==> config.mk <==
export PLATFORM = sky130hd
export DESIGN_NAME = tavp_division
export DESIGN_NICKNAME = d
export VERILOG_FILES = /design/src/tavp_pkg.sv /design/src/tavp_division.sv /design/src/tavp_priority_logic.sv
export SDC_FILE = /design/constraint.sdc
export NUM_CORES = 1
export LEC_CHECK = 0
export ABC_AREA = 0
export CAP_MARGIN = 10
export CORE_MARGIN = 1
export CORE_UTILIZATION = 35
export DETAILED_ROUTE_END_ITERATION = 16
export DONT_BUFFER_PORTS = 1
export PLACE_DENSITY = 0.48
export SYNTH_ARGS = -nofsm -noshare
export SYNTH_HDL_FRONTEND = slang
export SYNTH_SLANG_ARGS = --single-unit
==> constraint.sdc <==
create_clock -name clk -period 2.7 [get_ports clk]
set_input_delay 0.135 -clock clk [delete_from_list [all_inputs] [get_ports clk]]
set_output_delay 0.135 -clock clk [all_outputs]
set_load 0.005 [all_outputs]
==> src/tavp_pkg.sv <==
// shared constants for the trip actuation voting and priority block
package tavp_pkg;
  // clock rate
  localparam int unsigned CLK_PERIOD_NS = 10;
  // silence on a data link longer than this marks the link failed
  localparam int unsigned LINK_TIMEOUT_US = 1000;
  localparam int unsigned LINK_TIMEOUT_CYC = (LINK_TIMEOUT_US * 1000) / CLK_PERIOD_NS;
  localparam int unsigned LINK_CNT_W = 17;
  // voting geometry
  localparam int unsigned N_GROUPS = 4;
  localparam int unsigned N_LANES = 3;
  localparam logic [2:0] VOTE_2OO4 = 3'h2;
  localparam logic [1:0] VOTE_2OO3 = 2'h2;
  // output channel indices
  localparam int unsigned N_OUTS = 8;
  localparam int unsigned OUT_RTB_UV = 0;
  localparam int unsigned OUT_RTB_SHUNT = 1;
  localparam int unsigned OUT_PHB_UV = 2;
  localparam int unsigned OUT_PHB_SHUNT = 3;
  localparam int unsigned OUT_SOL_FIRST = 4;
  localparam logic [7:0] OUT_IS_TRIP = 8'h03;
  // monitor bus status word selects
  localparam int unsigned MON_W = 16;
  localparam logic [1:0] MON_SEL_LINKS = 2'h0;
  localparam logic [1:0] MON_SEL_BREAKER = 2'h1;
  localparam logic [1:0] MON_SEL_EQUIP = 2'h2;
  localparam logic [1:0] MON_SEL_OUTS = 2'h3;
  // reset values: de-energized, demanding
  localparam logic OUT_RESET = 1'b0;
  // command source codes reported per output
  typedef enum logic [1:0] {TAVP_SRC_NONE, TAVP_SRC_NONSAFETY, TAVP_SRC_DIGITAL, TAVP_SRC_MANUAL} tavp_src_e;
endpackage

==> src/tavp_division.sv <==
// one division: 2oo4 voting unit, 2oo3 interface unit, priority outputs, monitor slave
`timescale 1ns/100ps
`default_nettype none
module tavp_division
  import tavp_pkg::*;
#(
  parameter int unsigned TIMEOUT_CYC = LINK_TIMEOUT_CYC
) (
  // clock and reset
  input wire logic clk,
  input wire logic sys_rst,
  // separation group demands into the voting unit
  input wire logic [N_GROUPS-1:0] grp_strobe,
  input wire logic [N_GROUPS-1:0] grp_err,
  input wire logic [N_GROUPS-1:0] grp_trip,
  input wire logic [N_GROUPS-1:0] grp_sf,
  // voting unit results towards the interface units
  output logic vote_trip,
  output logic vote_sf,
  output logic vote_alarm,
  // redundant safety data lanes into the interface unit
  input wire logic [N_LANES-1:0] lane_strobe,
  input wire logic [N_LANES-1:0] lane_err,
  input wire logic [N_LANES-1:0] lane_trip,
  input wire logic [N_LANES-1:0] lane_sf,
  output logic lane_alarm,
  // hardwired inputs (pins, asynchronous)
  input wire logic manual_trip,
  input wire logic manual_sf,
  input wire logic ns_enable,
  input wire logic [N_OUTS-1:0] ns_energize,
  input wire logic [1:0] breaker_closed,
  input wire logic [3:0] equip_fb,
  // de-energize-to-trip outputs
  output logic rtb_uv,
  output logic rtb_shunt,
  output logic phb_uv,
  output logic phb_shunt,
  output logic [3:0] sol_switch,
  // monitor bus slave
  input wire logic mon_req,
  input wire logic [1:0] mon_sel,
  input wire logic mon_err,
  output logic mon_ack,
  output logic [MON_W-1:0] mon_data,
  output logic mon_alarm
);
  import tavp_pkg::*;

  ////////////////////////////////////////////////////////////////
  // types and state

  // one watched data link: last payload, validity, silence timer
  typedef struct packed {
    logic valid;
    logic trip;
    logic sf;
    logic [LINK_CNT_W-1:0] quiet;
  } tavp_link_s;

  typedef struct packed {
    tavp_link_s [N_GROUPS-1:0] grp; // voting unit inputs
    tavp_link_s [N_LANES-1:0] lane; // interface unit lanes
    logic vote_trip; // 2oo4 trip result
    logic vote_sf; // 2oo4 feature result
    logic vote_alarm; // a group link is down
    logic eiu_trip; // 2oo3 trip result
    logic eiu_sf; // 2oo3 feature result
    logic lane_alarm; // a lane is down
    logic [13:0] pin_s1; // first synchroniser stage
    logic [13:0] pin_s2; // second synchroniser stage
    logic mon_fail; // monitor bus failed, stay silent
    logic mon_ack; // answer strobe
    logic [MON_W-1:0] mon_data; // answer word
  } tavp_div_s;

  tavp_div_s st; // registered state
  tavp_div_s next_st; // next state

  // reset image: every link invalid and every vote already demanding, so
  // the output stages never see a calm vote in the cycles after reset
  localparam tavp_div_s DIV_RESET = '{
    vote_trip: 1'b1,
    vote_sf: 1'b1,
    eiu_trip: 1'b1,
    eiu_sf: 1'b1,
    default: '0
  };

  // synchronised pin views, read only from the second stage
  logic s_manual_trip;
  logic s_manual_sf;
  logic s_ns_enable;
  logic [N_OUTS-1:0] s_ns_energize;
  logic [1:0] s_breaker;
  logic [3:0] s_equip;

  // priority logic results
  logic [N_OUTS-1:0] out_energize;
  tavp_src_e [N_OUTS-1:0] out_source;
  logic [N_OUTS-1:0] dig_dmd;
  logic [N_OUTS-1:0] man_dmd;

  ////////////////////////////////////////////////////////////////
  // helpers

  // advance one link watchdog; silence or error means invalid
  function automatic tavp_link_s link_step(input tavp_link_s cur, input logic strobe,
                                           input logic err, input logic trip, input logic sf,
                                           input logic [LINK_CNT_W-1:0] limit);
    tavp_link_s nxt;
    nxt = cur;
    if (err) begin
      // error wins over a strobe in the same cycle
      nxt.valid = 1'b0;
      nxt.quiet = '0;
    end else if (strobe) begin
      // fresh frame: take payload, restart the silence timer
      nxt.valid = 1'b1;
      nxt.trip = trip;
      nxt.sf = sf;
      nxt.quiet = '0;
    end else if (cur.quiet >= limit) begin
      // silent too long: the old payload is no longer trusted
      nxt.valid = 1'b0;
    end else begin
      // still inside the silence limit
      nxt.quiet = cur.quiet + 1'b1;
    end
    return nxt;
  endfunction

  // a link that is not valid demands, whatever it last carried
  function automatic logic link_dmd(input logic valid, input logic flag);
    return !valid || flag;
  endfunction

  // population count of up to four demand bits
  function automatic logic [2:0] count4(input logic [3:0] v);
    return {2'h0, v[0]} + {2'h0, v[1]} + {2'h0, v[2]} + {2'h0, v[3]};
  endfunction

  ////////////////////////////////////////////////////////////////
  // pin synchroniser outputs

  assign s_manual_trip = st.pin_s2[0];
  assign s_manual_sf = st.pin_s2[1];
  assign s_ns_enable = st.pin_s2[2];
  assign s_breaker = st.pin_s2[4:3];
  assign s_equip = st.pin_s2[8:5];
  // nonsafety commands are wide, kept in their own stages below
  logic [N_OUTS-1:0] ns_s1;
  logic [N_OUTS-1:0] ns_s2;
  assign s_ns_energize = ns_s2;

  // second pair of flops for nonsafety command pins
  always_ff @(posedge clk) begin
    if (sys_rst) begin
      ns_s1 <= '0;
      ns_s2 <= '0;
    end else begin
      ns_s1 <= ns_energize;
      ns_s2 <= ns_s1;
    end
  end

  ////////////////////////////////////////////////////////////////
  // next-state logic
  always_comb begin
    logic [3:0] g_trip;
    logic [3:0] g_sf;
    logic [1:0] l_trip_n;
    logic [1:0] l_sf_n;
    logic [MON_W-1:0] word;
    g_trip = '0;
    g_sf = '0;
    l_trip_n = '0;
    l_sf_n = '0;
    word = '0;
    next_st = st;

    // two-flop synchronisers for hardwired pins
    next_st.pin_s1 = {5'h00, equip_fb, breaker_closed, ns_enable, manual_sf, manual_trip};
    next_st.pin_s2 = st.pin_s1;

    // group links into the voting unit; arrival is via bypass units
    for (int g = 0; g < N_GROUPS; g++) begin
      next_st.grp[g] = link_step(st.grp[g], grp_strobe[g], grp_err[g], grp_trip[g],
                                 grp_sf[g], LINK_CNT_W'(TIMEOUT_CYC));
      // a failed group link counts as a demand
      g_trip[g] = link_dmd(st.grp[g].valid, st.grp[g].trip);
      g_sf[g] = link_dmd(st.grp[g].valid, st.grp[g].sf);
    end

    // two-out-of-four coincidence
    next_st.vote_trip = count4(g_trip) >= VOTE_2OO4;
    next_st.vote_sf = count4(g_sf) >= VOTE_2OO4;
    // alarm while any group link is down
    next_st.vote_alarm = !(&{st.grp[3].valid, st.grp[2].valid, st.grp[1].valid, st.grp[0].valid});

    // redundant lanes into the interface unit, slave side only
    for (int l = 0; l < N_LANES; l++) begin
      next_st.lane[l] = link_step(st.lane[l], lane_strobe[l], lane_err[l], lane_trip[l],
                                  lane_sf[l], LINK_CNT_W'(TIMEOUT_CYC));
      // lane failure is fail-safe: it demands
      l_trip_n = l_trip_n + {1'b0, link_dmd(st.lane[l].valid, st.lane[l].trip)};
      l_sf_n = l_sf_n + {1'b0, link_dmd(st.lane[l].valid, st.lane[l].sf)};
    end

    // two-out-of-three on the lanes
    next_st.eiu_trip = l_trip_n >= VOTE_2OO3;
    next_st.eiu_sf = l_sf_n >= VOTE_2OO3;
    // alarm on any lane failure
    next_st.lane_alarm = !(&{st.lane[2].valid, st.lane[1].valid, st.lane[0].valid});

    // monitor bus failure latches until reset
    // only a reset clears it; a flaky bus is not trusted again
    if (mon_err) begin
      next_st.mon_fail = 1'b1;
    end

    // status words for the monitor bus
    if (mon_sel == MON_SEL_LINKS) begin
      // link validity, votes and alarms; bits 15 and 14 spare
      word = {2'h0,
              st.mon_fail,
              st.lane_alarm,
              st.vote_alarm,
              st.eiu_sf,
              st.eiu_trip,
              st.vote_sf,
              st.vote_trip,
              st.lane[2].valid, st.lane[1].valid, st.lane[0].valid,
              st.grp[3].valid, st.grp[2].valid, st.grp[1].valid, st.grp[0].valid};
    end else if (mon_sel == MON_SEL_BREAKER) begin
      word = {9'h000, st.lane[2].valid, st.lane[1].valid, st.lane[0].valid,
              2'h0, s_breaker};
    end else if (mon_sel == MON_SEL_EQUIP) begin
      word = {9'h000, st.lane[2].valid, st.lane[1].valid, st.lane[0].valid, s_equip};
    end else begin
      word = {8'h00, out_energize};
    end

    // answer only when asked and never after a bus failure
    next_st.mon_ack = mon_req && !st.mon_fail && !mon_err;
    next_st.mon_data = next_st.mon_ack ? word : '0;
  end

  ////////////////////////////////////////////////////////////////
  // state register; reset starts every link invalid, so all demand
  always_ff @(posedge clk) begin
    if (sys_rst) begin
      st <= DIV_RESET;
    end else begin
      st <= next_st;
    end
  end

  ////////////////////////////////////////////////////////////////
  // priority actuation per output; each has its own instance, so
  // the undervoltage and shunt paths share no priority logic

  // rtb breaker paths follow the trip vote, the rest (phb paths and solenoid switches) the feature vote
  always_comb begin
    // defaults keep the process free of latches
    dig_dmd = '0;
    man_dmd = '0;
    for (int o = 0; o < N_OUTS; o++) begin
      if (OUT_IS_TRIP[o]) begin
        // both breaker paths see the same trip demand
        dig_dmd[o] = st.eiu_trip;
        man_dmd[o] = s_manual_trip;
      end else begin
        // heater breakers and solenoid switches on the feature
        dig_dmd[o] = st.eiu_sf;
        man_dmd[o] = s_manual_sf;
      end
    end
  end

  // one discrete priority stage per output device
  // a second division unit drives the same component in parallel, so
  // pulling this one does not by itself actuate the component
  genvar gi;
  generate
    for (gi = 0; gi < N_OUTS; gi++) begin : g_out
      tavp_priority_logic u_prio (
        .clk(clk),
        .sys_rst(sys_rst),
        .digital_dmd(dig_dmd[gi]),
        .manual_dmd(man_dmd[gi]),
        .ns_enable(s_ns_enable),
        .ns_energize(s_ns_energize[gi]),
        .energize(out_energize[gi]),
        .source(out_source[gi])
      );
    end
  endgenerate

  ////////////////////////////////////////////////////////////////
  // outputs, all straight from flops
  // votes and link alarms
  assign vote_trip = st.vote_trip;
  assign vote_sf = st.vote_sf;
  assign vote_alarm = st.vote_alarm;
  assign lane_alarm = st.lane_alarm;
  // monitor slave
  assign mon_ack = st.mon_ack;
  assign mon_data = st.mon_data;
  assign mon_alarm = st.mon_fail;
  // breaker paths and solenoid switches, from the priority flops
  assign rtb_uv = out_energize[OUT_RTB_UV];
  assign rtb_shunt = out_energize[OUT_RTB_SHUNT];
  assign phb_uv = out_energize[OUT_PHB_UV];
  assign phb_shunt = out_energize[OUT_PHB_SHUNT];
  assign sol_switch = out_energize[OUT_SOL_FIRST +: 4];
endmodule
`default_nettype wire

==> src/tavp_priority_logic.sv <==
// priority actuation logic for one de-energize-to-trip output
`timescale 1ns/100ps
`default_nettype none
module tavp_priority_logic
  import tavp_pkg::*;
(
  // clock and reset
  input wire logic clk,
  input wire logic sys_rst,
  // command sources
  input wire logic digital_dmd,
  input wire logic manual_dmd,
  input wire logic ns_enable,
  input wire logic ns_energize,
  // drive to the output device
  output logic energize,
  output tavp_src_e source
);
  import tavp_pkg::*;

  typedef struct packed {
    logic energize;
    tavp_src_e source;
  } tavp_prio_s;

  tavp_prio_s st; // registered state
  tavp_prio_s next_st; // next state

  ////////////////////////////////////////////////////////////////
  // fixed priority: manual, then digital, then nonsafety
  always_comb begin
    next_st = st;
    if (manual_dmd) begin
      // manual acts whatever the digital path says
      next_st.energize = OUT_RESET;
      next_st.source = TAVP_SRC_MANUAL;
    end else if (digital_dmd) begin
      // digital vote de-energizes the device
      next_st.energize = OUT_RESET;
      next_st.source = TAVP_SRC_DIGITAL;
    end else if (ns_enable) begin
      // nonsafety only with enable and no actuation present
      next_st.energize = ns_energize;
      next_st.source = TAVP_SRC_NONSAFETY;
    end else begin
      // no demand: hold energized, device stays in service
      next_st.energize = 1'b1;
      next_st.source = TAVP_SRC_NONE;
    end
  end

  // state register; reset leaves the device de-energized
  always_ff @(posedge clk) begin
    if (sys_rst) begin
      st <= '{energize: OUT_RESET, source: TAVP_SRC_NONE};
    end else begin
      st <= next_st;
    end
  end

  assign energize = st.energize;
  assign source = st.source;
endmodule
`default_nettype wire
==> results of run 1 <==
-- flip-flops by register name, summed over array words and instances, names as in the netlist --
name and cells:
mon_alarm 1, ns_s2 8, st 140, vote_alarm 1
mon_data 14, s_breaker 2, vote_sf 1, g_out.u_prio.energize 8
vote_trip 1, ns_s1 8, s_equip 4, next_st 9
mon_ack 1, lane_alarm 1, dig_dmd 2, s_ns_enable 1
man_dmd 2
-- cells by family (layout without fill, tap and decap cells) --
kind of cell             count (synthesis)  count (layout)  share of synthesized area (%)
flip-flops                             204             204                          46.15
adder cells (fa/ha/maj)                 18              18                          2.715
AND/OR/NAND/NOR                        430             430                          25.00
multiplexers                            21              21                          2.715
buffers and inverters                  100             155                          5.246
other                                    1               3                        0.04238
XOR/XNOR                                78              78                          7.721
AO/OA/AOI/OAI                          149             149                          10.41
-- stage by stage --
| stage | instances | total power [W] | util (%) | area [um2] |
|---|---|---|---|---|
| after CTS | 1382 | 0.007029 | 43.15 | 10590 |
| after floorplan | 1003 | 0.003291 | - | 8856 |
| final | 1382 | 0.006918 | 43.17 | 10590 |
| after global routing | 1382 | 0.007195 | 43.17 | 10590 |
| after global placement | 1267 | 0.003305 | 36.56 | 8970 |
| after detailed placement | 1267 | 0.003304 | 36.56 | 8970 |
-- layout make-up --
type | count | share of cell area [%]
clock buffers | 36 | 6.864
well taps | 324 | 3.828
multi-input cells | 699 | 40.71
flip-flops and latches | 204 | 38.56
clock inverters | 9 | 1.619
inverters | 34 | 1.205
repair buffers | 76 | 7.207
-- cells in the final DEF, fill, tap and decap left out, types with 13 or more instances in the layout --
master and count:
a21oi_1 68, and3_1 17, clkbuf_16 25, dfxtp_1 204, dlygate4sd3_1 69, ha_1 16
inv_1 34, mux2i_1 15, nand2_1 55, nand2b_1 16, nand3_1 35, nand4_1 24
nor2_1 128, nor2b_1 44, nor3_1 35, nor4_1 13, o21ai_0 13, or3_1 21
xnor2_1 75
-- power by group --
group	switching, W	internal [W]
Combinational	0.000111	0.000134
Clock	0.00131	0.00226
Sequential	0.0000372	0.00307
-- routing by layer --
| layer | GRT usage [%] | vias up |
|---|---|---|
| met5 | 0 | - |
| met3 | 3.698 | 29 |
| met2 | 23.96 | 105 |
| met4 | 4.588 | 0 |
| li1 | - | 3505 |
| met1 | 21.42 | 3105 |
-- worst max-delay path, stage by stage (launching register included) --
cell and delay [ns]:
dfxtp_1 0.40, o211ai_1 0.13, o21ai_2 0.48, nand2_1 0.25, a21oi_1 0.20, nor3_1 0.06, dlygate4sd3_1 0.57
-- how the worst max path moves through the flow --
stage | from | to | slack (ns) | cells after the start
final | st[141] | st[151] | 0.48 | 6
after global routing | st[103] | st[111] | 0.31 | 6
after CTS | st[141] | st[151] | 0.23 | 6
after detailed placement | st[123] | st[121] | 0.67 | 5
after global placement | st[143] | st[147] | 0.71 | 5
after floorplan | st[63] | st[67] | 0.94 | 6
-- timing repair --
action                     4_1_cts  5_1_grt
gates resized for setup          0        1
setup buffers                    0        0
hold endpoints to repair        86        0
setup endpoints to repair        0        1
hold buffers                    70        0
==> metrics.csv, run 1 <==
stage;metric;value;unit
status;status;finished, final reports clean;
logic_synthesis;synth-seq-area-share;46.15;%
finish;drive_gt1_share;5.671;%
detailed_routing;vias_per_cell;4.880;
floorplan;io_pins;81;
logic_synthesis;synth_commonest_cells;204 x dfxtp_1, 128 x nor2_1, 75 x xnor2_1;
sta;post-route-period-util;82.28;%
cts;clk_latency;0.53;ns
detailed_routing;wl_met2;8466;um
setup_path;endpoint_kind;flip-flop;
setup_path;cp-start-kind;flip-flop;
detailed_routing;routed_wl;19640;um
power_and_ir_drop;power_density;653.3;nW/um2
detailed_routing;routed.top_layer;met4;
sta;final.setup.tns;0;ns
finish;final_nets;1109;
place;gp_routability_congestion;0.7514;
logic_synthesis;ys_types;58;
floorplan;dieArea;25920;um2
finish;syn_to_final_growth;19.68;%
logic_synthesis;yosysTopAreaCell;dfxtp_1;
detailed_routing;wl_met3;1066;um
cts;clkSlewWorstSetupHoldPaths;0.06;ns
flow_run;drv_cap;0;
setup_path;crit_fanout;14;
grt;grt_pass1_wl;32820;um
floorplan;core;24530;um2
sta;finalClockSkew;0.02132;ns
place;post-dp-hpwl;12630;um
finish;multi_input_area;4312;um2
sta;hold_viol_final;0;
hold_path;holdPathEnd;st[89];
logic_synthesis;postSynthAreaPerCell;8.840;um2
floorplan;die_w;161;um
setup_path;worst-endpoint-arrival;2.62;ns
detailed_routing;wire_per_inst;14.21;um
setup_path;worstRegToRegCells;6;
logic_synthesis;synth.cell_area;8848;um2
logic_synthesis;ys_top_cells_by_area;dfxtp_1 46%, xnor2_1 7.4%, nor2_1 5.4%;
detailed_routing;wl_met1;9701;um
detailed_routing;route.vias.total;6744;
sta;final.min_clock_period;2.222;ns
setup_path;r2r_slack;0.48;ns
cts;cts_tree;built;
finish;seq_area;4084;um2
setup_path;path_class;reg -> reg;
cts;cts.root.buffer_cell;clkbuf_16;
finish;num_antenna_cells;0;
grt;overflow;0;
cts;cts.htree.levels;1;
detailed_routing;first_pass_iters;4;
logic_synthesis;synth-seq-cells;204;
logic_synthesis;synth_edf_count;0;
power_and_ir_drop;p_leak;3.542;nW
hold_path;hp-class;in -> reg;
logic_synthesis;synth_ff_type;dfxtp_1;
setup_path;cp.required;3.10;ns
logic_synthesis;yosysMostFrequentCell;dfxtp_1;
place;post-place-ws;0.6677;ns
sta;rsz0062_at_grt;false;
detailed_routing;ant_nets;0;
grt;grtUsageTotal;15.52;%
power_and_ir_drop;ir_drop;414.5;uV
grt;antenna_found_initial;0;
sta;setup_ws;0.4784;ns
logic_synthesis;synth_top_area_share;46.15;%
floorplan;num_rows;57;
logic_synthesis;syn_inst;1001;
sta;max_freq;0.4501;GHz
sta;slew_viol_final;0;
sta;slew_headroom;56.67;%
sta;whs;0.03059;ns
logic_synthesis;yosys_warnings;0;
setup_path;critical_path.reg2reg.startpoint;st[141];
finish;fillers;2443;
hold_path;worstHoldStart;lane_strobe[1];
detailed_routing;drt_iter0_drc;256;
place;io_buffer_count;0;
sta;setup_viol;0;
logic_synthesis;synthArstFlopShare;0;%
cts;clock_sink_count;204;
grt;grt_max_degree;65;
detailed_routing;drc;0;
hold_path;holdPathStages;3;
floorplan;initial_utilization;36.07;%
floorplan;dieHeight;161;um
sta;tightest_slew;0.6500;ns
cts;clockBufferDepth;3;
grt;first_global_vias;6533;
cts;numCtsBuffers;25;
setup_path;reg2reg_to;st[151];
No activity file was read; power rests on OpenSTA's default activity.
==> inputs of run 2 (changes only) <==
==> constraint.sdc (replaced) <==
create_clock -name clk -period 2.2 [get_ports clk]
set_input_delay 0.11 -clock clk [delete_from_list [all_inputs] [get_ports clk]]
set_output_delay 0.11 -clock clk [all_outputs]
set_load 0.005 [all_outputs]
==> metrics.csv, run 2 (synthesized netlist as in run 1, its figures left out) <==
stage;metric;value;unit
detailed_routing;first_pass_iters;4;
finish;fillers;2471;
floorplan;dieArea;25920;um2
grt;first_global_vias;6416;
power_and_ir_drop;p_leak;3.522;nW
cts;clk_latency;0.53;ns
finish;final_common_cell;dfxtp_1;
detailed_routing;ant_nets;0;
floorplan;io_pins;81;
power_and_ir_drop;p_switching;0.001726;W
sta;hold_viol_final;0;
grt;grt_max_degree;68;
power_and_ir_drop;finalPower;0.008189;W
power_and_ir_drop;intPower;0.006462;W
place;post-place-ws;0.2406;ns
cts;post-cts-setup-buffers;0;
setup_path;cp.required;2.62;ns
finish;layout_common_cells;204 x dfxtp_1, 127 x nor2_1, 75 x xnor2_1, 69 x dlygate4sd3_1, 67 x a21oi_1;
grt;grt_pass1_wl;33070;um
power_and_ir_drop;p_seq_share;46.5;%
finish;design_area;10560;um2
status;status;finished, final reports clean;
power_and_ir_drop;combPwrFrac;3.7;%
detailed_routing;drt_iter0_drc;253;
sta;tightest_slew;0.8498;ns
floorplan;die_w;161;um
cts;clkSlewWorstSetupHoldPaths;0.06;ns
grt;grtUsageTotal;15.56;%
power_and_ir_drop;ir_drop;790.7;uV
setup_path;path_class;reg -> reg;
setup_path;startpoint;st[167];
sta;final.min_clock_period;2.040;ns
grt;overflow;0;
floorplan;dieHeight;161;um
detailed_routing;routed_wl;19870;um
setup_path;critPathTopFamily;buffers and inverters;
detailed_routing;vias_per_cell;4.865;
sta;final.setup.tns;0;ns
sta;post-route-period-util;92.71;%
hold_path;worstHoldStart;lane_strobe[2];
setup_path;worstRegToRegCells;6;
floorplan;num_rows;57;
sta;setup_viol;0;
place;dpl_cell_area;9020;um2
setup_path;cp-start-kind;flip-flop;
place;post-dp-hpwl;12820;um
sta;max_freq;0.4903;GHz
cts;numCtsBuffers;23;
sta;slew_viol_final;0;
finish;regMostFlops;st;
cts;cts_tree;built;
setup_path;endpoint;st[171];
setup_path;crit_fanout;15;
setup_path;slowest_delay;0.55;ns
finish;largest_reg_flops;140;
setup_path;endpoint_kind;flip-flop;
finish;final_nets;1112;
sta;rsz0062_at_grt;false;
finish;syn_to_final_growth;19.32;%
grt;antenna_found_initial;1;
setup_path;crit_cells;6;
flow_run;drv_cap;0;
power_and_ir_drop;p_clk_share;49.8;%
cts;cts.root.buffer_cell;clkbuf_16;
detailed_routing;drc;0;
sta;finalClockSkew;0.02549;ns
setup_path;reg2reg_to;st[171];
power_and_ir_drop;power_density;775.6;nW/um2
sta;slew_headroom;42.97;%
setup_path;path_buf_inv;2;
setup_path;cpMaxStageDelayCell;dlygate4sd3_1;
cts;clockBufferDepth;3;
hold_path;hp-class;in -> reg;
cts;clock_sink_count;204;
sta;setup_ws;0.1603;ns
floorplan;initial_utilization;36.07;%
detailed_routing;wire_per_inst;14.36;um
power_and_ir_drop;sw_frac_of_total;21.08;%
finish;drive_gt1_share;5.949;%
floorplan;core;24530;um2
cts;cts.htree.levels;1;
place;io_buffer_count;0;
setup_path;critical_path.reg2reg.startpoint;st[167];
setup_path;worst-endpoint-arrival;2.46;ns
setup_path;worstPathCellList;and2_1 -> nand2_1 -> buf_4 -> a21oi_1 -> nor3_1 -> dlygate4sd3_1;
detailed_routing;route.vias.total;6733;
place;gp_routability_congestion;0.7738;
setup_path;r2r_slack;0.16;ns
run 2: area by class of cell:
cell class	instances	area, um2	share of cell area (%)
clock buffer	32	649.4	6.151
sequential	204	4084	38.68
inverter	34	127.6	1.209
antenna	1	2.502	0.02370
multi-input combinational	699	4318	40.90
clock inverter	9	157.7	1.493
timing repair buffer	81	813.3	7.703
tap	324	405.4	3.840
run 2: timing repair:
action	in CTS	in global routing
endpoints found under the setup margin	0	2
gates resized for setup	0	3
hold endpoints to repair	104	0
hold buffers	70	0
run 2: power by group through the flow:
| stage | Clock (W) | Sequential (W) | Combinational, W |
|---|---|---|---|
| after CTS | 0.00423 | 0.00381 | 0.000303 |
| after detailed placement | 0 | 0.00389 | 0.000166 |
| after global placement | 0 | 0.00389 | 0.000166 |
| after floorplan | 0 | 0.00387 | 0.000171 |
| final | 0.00408 | 0.00381 | 0.000299 |
| after global routing | 0.00438 | 0.00382 | 0.000337 |
run 2: through the flow:
stage	hold slack [ns]	util (%)	cells
3_5_place_dp	0.1895	36.77	1272
5_1_grt	0.2146	43.02	1383
4_1_cts	0.1766	42.98	1383
2_1_floorplan	0.1893	-	1003
3_3_place_gp	0.1886	36.77	1272
6_report	0.1905	43.03	1384
run 2: worst min path at each step:
stage / cells past startpoint / to
floorplan: 1 / st[111]
global placement: 1 / st[70]
detailed placement: 1 / st[70]
CTS: 2 / st[131]
global route: 2 / st[131]
finish: 2 / st[93]
run 2: per-layer routing:
layer	track usage [%]	wire length (um)
met5	0	0
met4	5.103	521
met3	4.032	1122
met2	23.67	8402
met1	21.38	9822
run 2: worst register-to-register path, stage by stage, from the launching register on:
cell	delay [ns]
dfxtp_1	0.37
and2_1	0.48
nand2_1	0.16
buf_4	0.18
a21oi_1	0.14
nor3_1	0.05
dlygate4sd3_1	0.55
==> inputs of run 3 (changes only) <==
--- a/config.mk
+++ b/config.mk
@@ -6,12 +6,12 @@
 export NUM_CORES = 1
 export LEC_CHECK = 0
 export ABC_AREA = 0
+export BUFFER_PORTS_ARGS = -buffer_cell sky130_fd_sc_hd__buf_2
 export CAP_MARGIN = 10
 export CORE_MARGIN = 1
 export CORE_UTILIZATION = 35
 export DETAILED_ROUTE_END_ITERATION = 16
-export DONT_BUFFER_PORTS = 1
-export PLACE_DENSITY = 0.48
+export PLACE_DENSITY = 0.51
 export SYNTH_ARGS = -nofsm -noshare
 export SYNTH_HDL_FRONTEND = slang
 export SYNTH_SLANG_ARGS = --single-unit
==> metrics.csv, run 3 (synthesized netlist as in run 1, its figures left out) <==
stage;metric;value;unit
finish;regMostFlops;st;
grt;grt_max_degree;33;
setup_path;startpoint;st[63];
sta;tightest_slew;0.6551;ns
setup_path;endpoint;st[71];
cts;clkSlewWorstSetupHoldPaths;0.06;ns
finish;final_common_cell;dfxtp_1;
finish;final_core_util;44.10;%
hold_path;holdPathStages;4;
cts;clockBufferDepth;3;
detailed_routing;drc;0;
grt;grt_pass1_wl;33230;um
cts;cts.htree.levels;1;
sta;slew_headroom;56.33;%
place;gp_routability_congestion;0.8108;
setup_path;crit_fanout;12;
finish;final_nets;1184;
cts;clock_sink_count;204;
floorplan;die_w;161;um
floorplan;dieHeight;161;um
detailed_routing;first_pass_iters;4;
finish;drive_gt1_share;13.88;%
floorplan;dieArea;25920;um2
setup_path;slowest_delay;0.54;ns
sta;hold_viol_final;0;
floorplan;num_rows;57;
status;status;finished, final reports clean;
setup_path;worstRegToRegCells;5;
detailed_routing;routed_wl;19710;um
sta;rsz0062_at_grt;false;
finish;fillers;2500;
grt;first_global_vias;6878;
cts;numCtsBuffers;24;
setup_path;worstPathCellList;or4_1 -> o211a_1 -> nor2b_1 -> o21a_1 -> dlygate4sd3_1;
place;io_buffer_count;78;
cts;cts_tree;built;
sta;final.setup.tns;0;ns
place;post-dp-hpwl;13440;um
grt;grtUsageTotal;15.35;%
setup_path;critical_path.reg2reg.startpoint;st[63];
finish;largest_reg_flops;140;
cts;clk_latency;0.53;ns
power_and_ir_drop;p_leak;3.856;nW
setup_path;r2r_slack;0.08;ns
floorplan;initial_utilization;36.07;%
detailed_routing;vias_per_cell;4.850;
sta;slew_viol_final;0;
setup_path;endpoint_kind;flip-flop;
floorplan;io_pins;81;
setup_path;cp-start-kind;flip-flop;
setup_path;worst-endpoint-arrival;2.59;ns
sta;post-route-period-util;96.32;%
detailed_routing;route.vias.total;7061;
hold_path;hp-class;in -> reg;
setup_path;reg2reg_to;st[71];
grt;antenna_found_initial;0;
sta;finalClockSkew;0.02418;ns
setup_path;cpMaxStageDelayCell;dlygate4sd3_1;
floorplan;core;24530;um2
detailed_routing;drt_iter0_drc;241;
power_and_ir_drop;power_density;749.1;nW/um2
power_and_ir_drop;finalPower;0.008104;W
sta;final.min_clock_period;2.119;ns
grt;overflow;0;
detailed_routing;ant_nets;0;
sta;max_freq;0.4719;GHz
setup_path;path_class;reg -> reg;
flow_run;drv_cap;0;
finish;syn_to_final_growth;22.27;%
power_and_ir_drop;ir_drop;493.7;uV
sta;setup_viol;0;
detailed_routing;wire_per_inst;13.54;um
cts;cts.root.buffer_cell;clkbuf_16;
finish;layout_common_cells;204 x dfxtp_1, 127 x nor2_1, 78 x buf_2, 75 x xnor2_1, 68 x a21oi_1;
setup_path;cp.required;2.67;ns
[run 3: cell count changes in the layout (fill, tap and decap cells not counted), sizes merged]
cell         delta
dlygate4sd3    -18
bufinv          -1
inv             -2
clkinvlp        -2
buf            +89
clkbuf          -1
clkinv          +7
[run 3: worst max-delay path, delay by kind of cell, from the launching register on]
| kind | cells | cell delay, ns |
|---|---|---|
| AO/OA/AOI/OAI | 2 | 0.49 |
| buffers and inverters | 1 | 0.54 |
| flip-flops | 1 | 0.35 |
| AND/OR/NAND/NOR | 2 | 0.68 |
[run 3: cell type report]
cell class / count / area (um2) / share of cell area, %
Sequential cell: 204 / 4084 / 37.75
Tap cell: 324 / 405.4 / 3.747
Timing Repair Buffer: 152 / 1074 / 9.923
Multi-Input combinational cell: 699 / 4338 / 40.09
Antenna cell: 1 / 2.502 / 0.02313
Clock buffer: 31 / 646.9 / 5.979
Inverter: 34 / 127.6 / 1.180
Clock inverter: 11 / 141.4 / 1.307
[run 3: routing by layer]
layer,global-route usage [%],part of all wire [%],up-vias
met5,0,0,-
met4,4.074,2.2,0
met2,25.16,45,105
met1,20.57,48,3275
li1,-,-,3657
met3,3.005,4.8,24
[run 3: power breakdown]
part           leakage, nW  internal [W]  switching (W)
Sequential            1.66       0.00376      0.0000402
Combinational         1.81      0.000182       0.000155
Clock                0.393       0.00242        0.00154
[run 3: through the flow]
stage,worst slack [ns],hold slack [ns],cell area [um2],cells
5_1_grt,0.001200,0.1041,10820,1455
6_report,0.08091,0.07797,10820,1456
2_1_floorplan,0.4367,0.1893,8856,1003
4_1_cts,0.06610,0.06501,10790,1455
3_3_place_gp,0.2390,0.3057,9488,1362
3_5_place_dp,0.2014,0.3064,9488,1362
[run 3: worst min-delay path by stage]
stage	start	end	slack, ns
detailed placement	lane_err[2]	st[111]	0.31
finish	grp_strobe[3]	st[190]	0.08
floorplan	lane_err[2]	st[111]	0.19
global route	grp_strobe[3]	st[189]	0.10
global placement	grp_err[2]	st[171]	0.31
CTS	grp_strobe[3]	st[190]	0.07
[run 3: what timing repair did]
| action | in CTS | in global routing |
|---|---|---|
| buffers inserted | 0 | 0 |
| endpoints found under the setup margin | 0 | 5 |
| hold buffers | 51 | 0 |
| resized for setup | 0 | 7 |
| endpoints found under the hold margin | 46 | 0 |
